===== src/tmrx_map.vh =====
`ifndef TMRX_MAP_VH
`define TMRX_MAP_VH

// ----------------------------------------
// register offsets (byte addresses)
// ----------------------------------------
`define TMRX_OFS_CTL0 8'h00
`define TMRX_OFS_CTL1 8'h04
`define TMRX_OFS_OPT0 8'h08
`define TMRX_OFS_IOC2 8'h0C
`define TMRX_OFS_CCR0 8'h10
`define TMRX_OFS_CCR1 8'h14
`define TMRX_OFS_CNT 8'h18

// ----------------------------------------
// field positions
// ----------------------------------------
`define TMRX_CTL0_CE 0
`define TMRX_CTL1_MD_HI 2
`define TMRX_CTL1_MD_LO 0
`define TMRX_CTL1_EEE 5
`define TMRX_CTL1_EST 6
`define TMRX_OPT0_OVF 0
`define TMRX_IOC2_ETS_HI 1
`define TMRX_IOC2_ETS_LO 0
`define TMRX_IOC2_EES_HI 3
`define TMRX_IOC2_EES_LO 2

// ----------------------------------------
// values
// ----------------------------------------
`define TMRX_MODE_INTERVAL 3'h0
`define TMRX_MODE_EVENT 3'h1
`define TMRX_MODE_TRIGPWM 3'h2
`define TMRX_EDGE_NONE 2'h0
`define TMRX_EDGE_RISE 2'h1
`define TMRX_EDGE_FALL 2'h2
`define TMRX_EDGE_BOTH 2'h3
`define TMRX_CNT_PRESET 16'hFFFF
`define TMRX_CNT_ZERO 16'h0000
`define TMRX_CNT_ONE 16'h0001
`define TMRX_CCR_RESET 16'h0000
`define TMRX_IOC2_RESET 4'h0
`define TMRX_DATA_ZERO 16'h0000

`endif


===== src/tmrx_edge.v =====
`timescale 1ns/1ps
module tmrx_edge (
    // clock and reset
    input wire CLK_SYS,
    input wire RST,
    // pin and edge choice
    input wire PIN,
    input wire [1:0] SEL,
    // detected edge
    output reg EDGE
);

`include "tmrx_map.vh"

reg sync1_q;
reg sync2_q;
reg last_q;
reg edge_d;

// ----------------------------------------
// two-flop synchroniser, then history
// ----------------------------------------
always @(posedge CLK_SYS) begin
    if (RST) begin
        sync1_q <= 1'b0;
        sync2_q <= 1'b0;
        last_q <= 1'b0;
        EDGE <= 1'b0;
    end else begin
        sync1_q <= PIN;
        sync2_q <= sync1_q;
        last_q <= sync2_q;
        EDGE <= edge_d;
    end
end

always @* begin
    case (SEL)
        `TMRX_EDGE_RISE: edge_d = sync2_q & ~last_q;
        `TMRX_EDGE_FALL: edge_d = ~sync2_q & last_q;
        `TMRX_EDGE_BOTH: edge_d = sync2_q ^ last_q;
        default: edge_d = 1'b0;
    endcase
end

endmodule // tmrx_edge


===== src/tmrx_timer.v =====
// Implementation choices: the placing of the registers and the plain strobed port.
`timescale 1ns/1ps
module tmrx_timer #(
    parameter CNT_W = 16
) (
    // clock and reset
    input wire CLK_SYS,
    input wire RST,
    // register port
    input wire [7:0] ADDR,
    input wire [15:0] WDATA,
    input wire WR,
    input wire RD,
    output reg [15:0] RDATA,
    // external pins
    input wire TRIG_PIN,
    input wire EVENT_PIN,
    output reg OUT_PIN_ZERO,
    output reg OUT_PIN_ONE,
    // match interrupts
    output reg PERIOD_MATCH_IRQ,
    output reg SECOND_MATCH_IRQ
);

`include "tmrx_map.vh"

localparam ST_IDLE = 2'b00;
localparam ST_WAIT = 2'b01;
localparam ST_RUN = 2'b10;

// ----------------------------------------
// register file
// ----------------------------------------
reg run_enable_q;
reg [2:0] mode_q;
reg event_clock_sel_q;
reg [3:0] edge_sel_q;
reg [CNT_W-1:0] period_compare_q;
reg [CNT_W-1:0] second_compare_q;
reg overflow_q;
reg overflow_d;

wire wr_ctl0 = WR && (ADDR == `TMRX_OFS_CTL0);
wire wr_ctl1 = WR && (ADDR == `TMRX_OFS_CTL1);
wire wr_opt0 = WR && (ADDR == `TMRX_OFS_OPT0);
wire wr_ioc2 = WR && (ADDR == `TMRX_OFS_IOC2);
wire wr_ccr0 = WR && (ADDR == `TMRX_OFS_CCR0);
wire wr_ccr1 = WR && (ADDR == `TMRX_OFS_CCR1);

// software trigger is a write-only strobe, never stored
wire sw_trig = wr_ctl1 && WDATA[`TMRX_CTL1_EST];

function [15:0] zext;
    input [CNT_W-1:0] v;
    begin
        zext = `TMRX_DATA_ZERO;
        zext[CNT_W-1:0] = v;
    end
endfunction

always @(posedge CLK_SYS) begin
    if (RST) begin
        run_enable_q <= 1'b0;
        mode_q <= `TMRX_MODE_INTERVAL;
        event_clock_sel_q <= 1'b0;
        edge_sel_q <= `TMRX_IOC2_RESET;
        period_compare_q <= `TMRX_CCR_RESET;
        second_compare_q <= `TMRX_CCR_RESET;
        overflow_q <= 1'b0;
    end else begin
        if (wr_ctl0) begin
            run_enable_q <= WDATA[`TMRX_CTL0_CE];
        end
        if (wr_ctl1) begin
            mode_q <= WDATA[`TMRX_CTL1_MD_HI:`TMRX_CTL1_MD_LO];
            event_clock_sel_q <= WDATA[`TMRX_CTL1_EEE];
        end
        if (wr_ioc2) begin
            edge_sel_q <= WDATA[`TMRX_IOC2_EES_HI:`TMRX_IOC2_ETS_LO];
        end
        if (wr_ccr0) begin
            period_compare_q <= WDATA[CNT_W-1:0];
        end
        if (wr_ccr1) begin
            second_compare_q <= WDATA[CNT_W-1:0];
        end
        overflow_q <= overflow_d;
    end
end

// ----------------------------------------
// edge detectors on the two input pins
// ----------------------------------------
wire trig_edge;
wire event_edge;

tmrx_edge u_trig_edge (
    .CLK_SYS(CLK_SYS),
    .RST(RST),
    .PIN(TRIG_PIN),
    .SEL(edge_sel_q[`TMRX_IOC2_ETS_HI:`TMRX_IOC2_ETS_LO]),
    .EDGE(trig_edge)
);

tmrx_edge u_event_edge (
    .CLK_SYS(CLK_SYS),
    .RST(RST),
    .PIN(EVENT_PIN),
    .SEL(edge_sel_q[`TMRX_IOC2_EES_HI:`TMRX_IOC2_EES_LO]),
    .EDGE(event_edge)
);

// ----------------------------------------
// counter core
// ----------------------------------------
reg [1:0] state_q;
reg [1:0] state_d;
reg [CNT_W-1:0] cnt_q;
reg [CNT_W-1:0] cnt_d;
reg [CNT_W-1:0] buf0_q;
reg [CNT_W-1:0] buf0_d;
reg [CNT_W-1:0] buf1_q;
reg [CNT_W-1:0] buf1_d;
reg out0_d;
reg out1_d;
reg irq0_d;
reg irq1_d;
reg ovf_set;

wire [CNT_W-1:0] cnt_max = {CNT_W{1'b1}};
wire mode_pwm = (mode_q == `TMRX_MODE_TRIGPWM);
wire mode_event = (mode_q == `TMRX_MODE_EVENT);
wire mode_interval = (mode_q == `TMRX_MODE_INTERVAL);
wire trigger = mode_pwm && (trig_edge || sw_trig);

// count clock: pin edges in event mode, or in interval mode with event clock
reg tick;
always @* begin
    if (mode_event) begin
        tick = event_edge;
    end else if (mode_interval && event_clock_sel_q) begin
        tick = event_edge;
    end else begin
        tick = 1'b1;
    end
end

always @* begin
    state_d = state_q;
    cnt_d = cnt_q;
    buf0_d = buf0_q;
    buf1_d = buf1_q;
    out0_d = OUT_PIN_ZERO;
    out1_d = OUT_PIN_ONE;
    irq0_d = 1'b0;
    irq1_d = 1'b0;
    overflow_d = overflow_q;
    ovf_set = 1'b0;
    case (state_q)
        ST_IDLE: begin
            cnt_d = cnt_max;
            if (run_enable_q) begin
                if (mode_pwm) begin
                    state_d = ST_WAIT;
                end else begin
                    state_d = ST_RUN;
                    cnt_d = {CNT_W{1'b0}};
                    buf0_d = period_compare_q;
                    buf1_d = second_compare_q;
                    out0_d = ~OUT_PIN_ZERO;
                end
            end
        end
        ST_WAIT: begin
            cnt_d = cnt_max;
            if (!run_enable_q) begin
                state_d = ST_IDLE;
            end else if (trigger) begin
                // FFFFH to zero and counting in one step
                state_d = ST_RUN;
                cnt_d = {CNT_W{1'b0}};
                buf0_d = period_compare_q;
                buf1_d = second_compare_q;
                out1_d = 1'b1;
                out0_d = ~OUT_PIN_ZERO;
            end
        end
        ST_RUN: begin
            if (!run_enable_q) begin
                state_d = ST_IDLE;
                cnt_d = cnt_max;
                out0_d = 1'b0;
                out1_d = 1'b0;
            end else if (trigger) begin
                // a trigger just before a match swallows that match
                cnt_d = {CNT_W{1'b0}};
                out0_d = ~OUT_PIN_ZERO;
                out1_d = 1'b1;
            end else if (tick) begin
                if (cnt_q == buf0_q) begin
                    cnt_d = {CNT_W{1'b0}};
                    irq0_d = 1'b1;
                    if (mode_pwm) begin
                        buf0_d = period_compare_q;
                        buf1_d = second_compare_q;
                        out1_d = 1'b1;
                        out0_d = ~OUT_PIN_ZERO;
                    end else if (mode_interval) begin
                        out0_d = ~OUT_PIN_ZERO;
                    end
                end else begin
                    cnt_d = cnt_q + `TMRX_CNT_ONE;
                    // wrap through FFFFH without a match is an overflow
                    if (cnt_q == cnt_max) begin
                        overflow_d = 1'b1;
                        ovf_set = 1'b1;
                    end
                end
                // other modes raise the second match on the count after equality
                if (!mode_pwm && (cnt_q == buf1_q)) begin
                    irq1_d = 1'b1;
                    if (mode_interval) begin
                        out1_d = ~OUT_PIN_ONE;
                    end
                end
            end
            // pulse mode raises it as the counter lands on the buffer
            if (mode_pwm && run_enable_q && !trigger && (cnt_d == buf1_d)) begin
                irq1_d = 1'b1;
                out1_d = 1'b0;
            end
        end
        default: begin
            state_d = ST_IDLE;
            cnt_d = cnt_max;
        end
    endcase
    // event and interval modes: compare writes bypass the reload point
    if (wr_ccr0 && !mode_pwm) begin
        buf0_d = WDATA[CNT_W-1:0];
    end
    if (wr_ccr1 && !mode_pwm) begin
        buf1_d = WDATA[CNT_W-1:0];
    end
    if (mode_event) begin
        out0_d = 1'b0;
        out1_d = 1'b0;
    end
    // set wins over a software clear in the same cycle
    if (wr_opt0 && !WDATA[`TMRX_OPT0_OVF] && !ovf_set) begin
        overflow_d = 1'b0;
    end
end

always @(posedge CLK_SYS) begin
    if (RST) begin
        state_q <= ST_IDLE;
        cnt_q <= {CNT_W{1'b1}};
        buf0_q <= {CNT_W{1'b0}};
        buf1_q <= {CNT_W{1'b0}};
        OUT_PIN_ZERO <= 1'b0;
        OUT_PIN_ONE <= 1'b0;
        PERIOD_MATCH_IRQ <= 1'b0;
        SECOND_MATCH_IRQ <= 1'b0;
    end else begin
        state_q <= state_d;
        cnt_q <= cnt_d;
        buf0_q <= buf0_d;
        buf1_q <= buf1_d;
        OUT_PIN_ZERO <= out0_d;
        OUT_PIN_ONE <= out1_d;
        PERIOD_MATCH_IRQ <= irq0_d;
        SECOND_MATCH_IRQ <= irq1_d;
    end
end

// ----------------------------------------
// read path
// ----------------------------------------
reg [15:0] rdata_d;

always @* begin
    rdata_d = `TMRX_DATA_ZERO;
    case (ADDR)
        `TMRX_OFS_CTL0: rdata_d[`TMRX_CTL0_CE] = run_enable_q;
        `TMRX_OFS_CTL1: begin
            rdata_d[`TMRX_CTL1_MD_HI:`TMRX_CTL1_MD_LO] = mode_q;
            rdata_d[`TMRX_CTL1_EEE] = event_clock_sel_q;
        end
        `TMRX_OFS_OPT0: rdata_d[`TMRX_OPT0_OVF] = overflow_q;
        `TMRX_OFS_IOC2: rdata_d[`TMRX_IOC2_EES_HI:`TMRX_IOC2_ETS_LO] = edge_sel_q;
        `TMRX_OFS_CCR0: rdata_d = zext(period_compare_q);
        `TMRX_OFS_CCR1: rdata_d = zext(second_compare_q);
        `TMRX_OFS_CNT: rdata_d = zext(cnt_q);
        default: rdata_d = `TMRX_DATA_ZERO;
    endcase
end

always @(posedge CLK_SYS) begin
    if (RST) begin
        RDATA <= `TMRX_DATA_ZERO;
    end else if (RD) begin
        RDATA <= rdata_d;
    end else begin
        RDATA <= `TMRX_DATA_ZERO;
    end
end

endmodule // tmrx_timer


===== config.mk =====
export PLATFORM = sky130hd
export DESIGN_NAME = tmrx_timer
export DESIGN_NICKNAME = d
export VERILOG_FILES = /design/src/tmrx_edge.v /design/src/tmrx_timer.v
export VERILOG_INCLUDE_DIRS = /design/src
export SDC_FILE = /design/constraint.sdc
export NUM_CORES = 1
export LEC_CHECK = 0
export BUFFER_PORTS_ARGS = -buffer_cell sky130_fd_sc_hd__buf_2
export CELL_PAD_IN_SITES_DETAIL_PLACEMENT = 1
export CELL_PAD_IN_SITES_GLOBAL_PLACEMENT = 1
export CORE_MARGIN = 8
export CORE_UTILIZATION = 30
export CTS_CLUSTER_DIAMETER = 100
export DETAILED_ROUTE_END_ITERATION = 7
export PLACE_DENSITY_LB_ADDON = 0.1
export SLEW_MARGIN = 20
export SYNTH_ARGS = -nofsm -noshare
export SYNTH_HDL_FRONTEND = slang
export SYNTH_SLANG_ARGS = --single-unit

===== constraint.sdc =====
create_clock -name CLK_SYS -period 8.46 [get_ports CLK_SYS]
set_clock_uncertainty 0.2 [all_clocks]
set_input_delay 0.846 -clock CLK_SYS [delete_from_list [all_inputs] [get_ports CLK_SYS]]
set_output_delay 0.846 -clock CLK_SYS [all_outputs]
set_load 0.02 [all_outputs]

Yosys cells after proc, flatten, opt, wreduce, memory -nomap -nowiden
Index checks and enable logic that the tools add are counted.
{"block": "word_totals", "output_inout_bits": 20, "input_bits": 30, "elab_cells": 209, "reg_bits": 120}
{"block": "classes", "n_eq_ne": 43, "mux": 83, "addsub": 1, "n_bitwise": 18, "reduce_logical": 40}
{"op": "$mux 16", "count": 30}
{"op": "$pmux 16 s3", "count": 3}
{"op": "$eq 16x16->1", "count": 3}
{"op": "$ne 3x3->1 const B", "count": 14}
{"op": "$mux 1", "count": 34}
{"op": "$pmux 10 s3", "count": 1}
{"op": "$eq 8x5->1 const B", "count": 3}
{"op": "$logic_and 1x1->1", "count": 17}
{"op": "$add 16x1->16 const B", "count": 1}
{"op": "$eq 16x16->1 const B", "count": 1}
{"op": "$eq 8x4->1 const B", "count": 2}
{"op": "$not 1->1", "count": 12}
{"op": "$pmux 1 s3", "count": 4}
{"op": "$eq 2x2->1 const B", "count": 5}
{"op": "$mux 2", "count": 5}
{"op": "$ne 2x2->1 const B", "count": 5}
{"op": "$ne 5x5->1 const B", "count": 2}
{"op": "$pmux 2 s5", "count": 1}
{"op": "$reduce_and 10->1", "count": 1}
{"op": "$eq 8x3->1 const B", "count": 1}
{"op": "$logic_not 8->1", "count": 1}
{"op": "$ne 4x4->1 const B", "count": 2}
{"op": "$pmux 1 s4", "count": 2}
{"op": "$reduce_and 8->1", "count": 1}
{"op": "other kinds (21)", "count": 34}

Longest topological paths before layout
{"block": "depth", "depth_word": 12, "ltp_mapped": 13, "ltp_nobuf": 10}

Modules after synthesis
From an unflattened synthesis, not the netlist that was laid out.
{"block": "hier_totals", "cells_unflattened": 787, "area_unflattened_um2": 6454.9}
{"mod": "tmrx_timer", "area_per_inst_um2": 6144.6, "instances": 1, "cells_per_inst": 757, "seq_area_each_um2": 2242.2}
{"mod": "tmrx_edge", "area_per_inst_um2": 155.1, "instances": 2, "cells_per_inst": 15, "seq_area_each_um2": 80.1}

Worst setup path before layout
Ideal clock, no wire load.
{"block": "synth_timing", "path_kind": "input to register", "startpoint": "input port ADDR[5]", "endpoint": "register OUT_PIN_ONE", "required_ps": 8143, "path_buffers": 2, "path_slack_ps": 5084, "stages": 12, "setup_time_ps": 117, "t_arrival_ps": 3059, "path_cell_list": "nor4_1 > a41oi_1 > or2_0 > clkbuf_1 > o21ai_2 > clkbuf_8 > o21a_1 > mux2i_1 > nor3b_2 > nand4_1 > a2111o_1 > and4b_1"}
{"block": "synth_via", "elab_chain_len": 12, "word_cells_on_any_way": 22, "cone_classes": "eq/ne (4); mux (10); reduce/logical (8)"}
{"element": "from (decl)", "line": "tmrx_timer.v:10", "text": "input wire [7:0] ADDR,"}
{"element": "$eq 8x3->1 (*)"}
{"element": "$logic_and 1x1->1 (*)", "line": "tmrx_timer.v:44", "text": "wire wr_ctl1 = WR && (ADDR == `TMRX_OFS_CTL1);"}
{"element": "$logic_and 1x1->1 (*)", "line": "tmrx_timer.v:51", "text": "wire sw_trig = wr_ctl1 && WDATA[`TMRX_CTL1_EST];"}
{"element": "$logic_or 1x1->1 (*)", "line": "tmrx_timer.v:134", "text": "wire trigger = mode_pwm && (trig_edge || sw_trig);"}
{"element": "$logic_and 1x1->1 (*)", "line": "tmrx_timer.v:134"}
{"element": "$mux 16", "line": "tmrx_timer.v:194", "text": "end else if (trigger) begin"}
{"element": "$mux 16", "line": "tmrx_timer.v:189", "text": "if (!run_enable_q) begin"}
{"element": "$mux 16", "line": "tmrx_timer.v:159", "text": "case (state_q)"}
{"element": "$eq 16x16->1", "line": "tmrx_timer.v:228", "text": "if (mode_pwm && run_enable_q && !trigger && (cnt_d == buf1_d)) begin"}
{"element": "$logic_and 1x1->1", "line": "tmrx_timer.v:228"}
{"element": "$ne 5x5->1 (no source line) / $mux 1 (equally long branches)"}
{"element": "$reduce_and 4->1 (no source line) / $pmux 1 s2 (equally long branches)"}
{"element": "to (signal assigned)", "line": "tmrx_timer.v:271", "text": "OUT_PIN_ONE <= out1_d;"}
{"element": "to (decl)", "line": "tmrx_timer.v:19", "text": "output reg OUT_PIN_ONE,"}
Mark *: on every way between the ends. The rest lies on a longest branch, timed or not. The select of a mux whose other input is x is not followed.
A chain may end at the register's enable or synchronous reset.

Final worst setup path
{"block": "layout_timing", "startpoint": "input port ADDR[3]", "endpoint": "register buf1_q[6]"}
{"block": "layout_via", "elab_chain_len": 10, "word_cells_on_any_way": 19, "cone_classes": "eq/ne (6); mux (5); reduce/logical (8)"}
{"element": "$eq 8x3->1"}
{"element": "$logic_and 1x1->1", "line": "tmrx_timer.v:44"}
{"element": "$logic_and 1x1->1", "line": "tmrx_timer.v:51"}
{"element": "$logic_or 1x1->1", "line": "tmrx_timer.v:134"}
{"element": "$logic_and 1x1->1", "line": "tmrx_timer.v:134"}
{"element": "$mux 16", "line": "tmrx_timer.v:194"}
{"element": "$mux 16", "line": "tmrx_timer.v:189"}
{"element": "$mux 16", "line": "tmrx_timer.v:159"}
{"element": "$pmux 16 s3", "line": "tmrx_timer.v:159"}
{"element": "$mux 16", "line": "tmrx_timer.v:242", "text": "if (wr_ccr1 && !mode_pwm) begin"}
{"element": "to (signal assigned)", "line": "tmrx_timer.v:260", "text": "buf1_q <= {CNT_W{1'b0}};"}
{"element": "to (signal assigned)", "line": "tmrx_timer.v:269", "text": "buf1_q <= buf1_d;"}
{"element": "to (decl)", "line": "tmrx_timer.v:122", "text": "reg [CNT_W-1:0] buf1_q;"}
Several ways; a longest one is shown, not always the timed one. The select of a mux whose other input is x is not followed.

==> flow_summary_export.csv <==
group,metric,value,unit
detailed_routing,routed_wl,23.2,mm
sta,period_share,47.1,%
clock_network,clkTransAtPathRegs,0.06,ns
yosys,yosys_register_bits,120,
yosys,synth_area_per_cell,8.34,µm²
floorplan,dieArea,26900,µm²
yosys,async_flop_share,0,%
setup_path,crit_fanout,32,
clock_network,cts_sinks,120,
yosys,yosysWarnings,0,
detailed_routing,drt_iter0_drc,273,
sta,slew_headroom,29.9,%
sta,slew_violations,0,
finish,nNetsFinal,835,
finish,layout_commonest_cell,"nand2_1",
place,dp_worst_setup_slack,3.78,ns
clock_network,cts_setup_buffers,0,
clock_network,cts_buffers,17,
power_and_ir_drop,power.net_switching,0.000344,W
setup_path,crit_path_end_kind,"flip-flop",
power_and_ir_drop,p_sw_share,25.1,%
global_routing,grt_use_total,17.8,%
sta,whs,0.243,ns
finish,fillers,2577,
yosys,synth.distinct_cells,71,
yosys,yosysSeqAreaShare,36.6,%
sta,max_freq,0.251,GHz
power_and_ir_drop,seqPwrFrac,41.5,%
yosys,syn_inst,787,
power_and_ir_drop,ir_drop,133,µV
floorplan,start_util,30.4,%
sta,setup_slack,4.48,ns
yosys,netlist_area,6570,µm²
clock_network,ctsHoldBuffers,0,
sta,fin_crit,3.98,ns
setup_path,required,8.52,ns
hold_path,hold_path_class,"reg2reg",
power_and_ir_drop,p_leak,2.64,nW
detailed_routing,final_antenna_net_count,0,
place,dpl.hpwl,16.8,mm
floorplan,io_pins,50,
sta,rsz0062_at_grt,"no",
detailed_routing,drt-pass1-iter-count,6,
flow_run,max_cap_viol_count,0,
clock_network,cts_root_buf,"clkbuf_16",
place,port_buffers,49,
detailed_routing,vias,5826,
global_routing,antenna_found_initial,0,
sta,setup_viol_count_final,0,
setup_path,critical_path_class,"in2reg",
setup_path,startpoint_type,"primary input",
finish,multi_input_area,3790,µm²
sta,hold_violations,0,
clock_network,clock_latency,0.43,ns
outcome,status,"finished clean",
detailed_routing,wl_per_cell,21.2,µm
yosys,syn_nets,822,
yosys,synth_top_area_cell,"dfxtp_1",
floorplan,die_w,164,µm
clock_network,tritoncts,"yes",
power_and_ir_drop,combPwrFrac,3.3,%
clock_network,ctsHtreeMaxLevel,4,
finish,syn2layout_area_growth,14.3,%
global_routing,grt_pass1_wl,36.5,mm
detailed_routing,drc_errors,0,
yosys,synth_edf_count,0,
global_routing,grt_max_degree,89,
power_and_ir_drop,powerDensity,183,nW/µm²
clock_network,cts_buffer_depth,2,
yosys,synth.top_cell.area_share,36.6,%
yosys,ys.flop_type,"dfxtp_1",
finish,final_cell_mix,"127 x nand2_1, 120 x dfxtp_1, 67 x nor2_1",
yosys,ys_top_cells_by_area,"dfxtp_1 37%, nand2_1 7.3%, mux2i_1 5.2%",
global_routing,grt_overflow,0,
setup_path,arrival,4.04,ns
clock_network,cts_resized,0,
floorplan,coreArea,21600,µm²
finish,final_util,34.7,%
power_and_ir_drop,power_frac_clock,55.3,%
finish,regArea,2400,µm²
global_routing,grt_pass1_vias,6212,
detailed_routing,via_per_inst,5.33,
finish,diodes,0,
finish,layout-drive-gt1-share,16.4,%
power_and_ir_drop,power,0.00137,W
power_and_ir_drop,intPower,0.00103,W
floorplan,num_rows,54,
sta,setup_tns,0,ns
place,gp_congestion,0.794,
sta,tightestPinTransition,1.05,ns
floorplan,die_h,164,µm
cells by family after synthesis:
family / after synthesis / synth area share [%]
adder cells (fa/ha/maj): 5 / 0.953
buffers and inverters: 76 / 5.97
XOR/XNOR: 54 / 7.55
AO/OA/AOI/OAI: 171 / 17.3
AND/OR/NAND/NOR: 306 / 22.6
multiplexers: 55 / 9.01
flip-flops: 120 / 36.6
final cells by class:
class	instances	area share, %
well taps	280	4.67
flip-flops and latches	120	32.0
clock buffers	17	5.67
multi-input cells	591	50.5
clock inverters	15	2.35
inverters	12	0.601
repair buffers	58	4.17
flip-flops by register name, indices dropped and copies added, names as in the netlist, 2 cells and up:
signal / cells
RDATA: 16
buf0_q: 16
buf1_q: 16
cnt_q: 16
edge_sel_q: 4
mode_q: 3
period_compare_q: 16
second_compare_q: 16
state_q: 2
synth_stat cells, types with 5 or more instances:
cell type    n
buf_6        7
a31oi_1      5
xnor2_1     30
a211oi_1    20
nor2b_1      7
nor3b_1      5
nand2_1    127
a311oi_1    16
clkbuf_1    42
nand3_1     38
nand4_1      9
xor2_1      21
o21a_1       6
inv_1       12
dfxtp_1    120
o21ai_0     21
a21oi_1     59
nor3_1      14
mux2_2      19
buf_2        6
mux2i_1     34
a22oi_1     13
ha_1         5
nor2_1      67
metal layers:
metal,share of wire (%),GRT usage [%],vias up
met5,0,0,-
li1,-,-,2803
met1,48,23.7,2888
met4,1.6,5.95,0
met2,46,28.3,108
met3,4.1,3.71,27
metrics by stage:
stage	cells	instance area [µm²]
global route	1093	7500
floorplan	787	6570
CTS	1093	7500
detailed placement	1061	6900
finish	1093	7500
global placement	1061	6900
path summary, 6_finish.rpt:
| path | cells past startpoint | from | slack (ns) | end |
|---|---|---|---|---|
| max | 7 | ADDR[3] | 4.48 | buf1_q[6] |
| max reg2reg | 10 | cnt_q[10] | 4.48 | OUT_PIN_ONE |
| min reg2reg | 1 | u_trig_edge.sync1_q | 0.24 | u_trig_edge.sync2_q |
| min | 1 | u_trig_edge.sync1_q | 0.24 | u_trig_edge.sync2_q |
power by group through the flow:
stage	combinational (W)	clock, W	sequential (W)
final	0.0000449	0.000758	0.000568
after global routing	0.0000484	0.000800	0.000568
after CTS	0.0000454	0.000773	0.000568
after detailed placement	0.0000452	0	0.000581
after global placement	0.0000444	0	0.000581
after floorplan	0.0000235	0	0.000581
critical path, cell delays in order:
cell and delay [ns]:
buf_2 0.28, nor4b_2 0.37, and3_1 0.76, and2_1 0.66, nand2_1 0.74, nor2_1 0.29
a211oi_1 0.07
No activity file was read; power rests on OpenSTA's default activity.
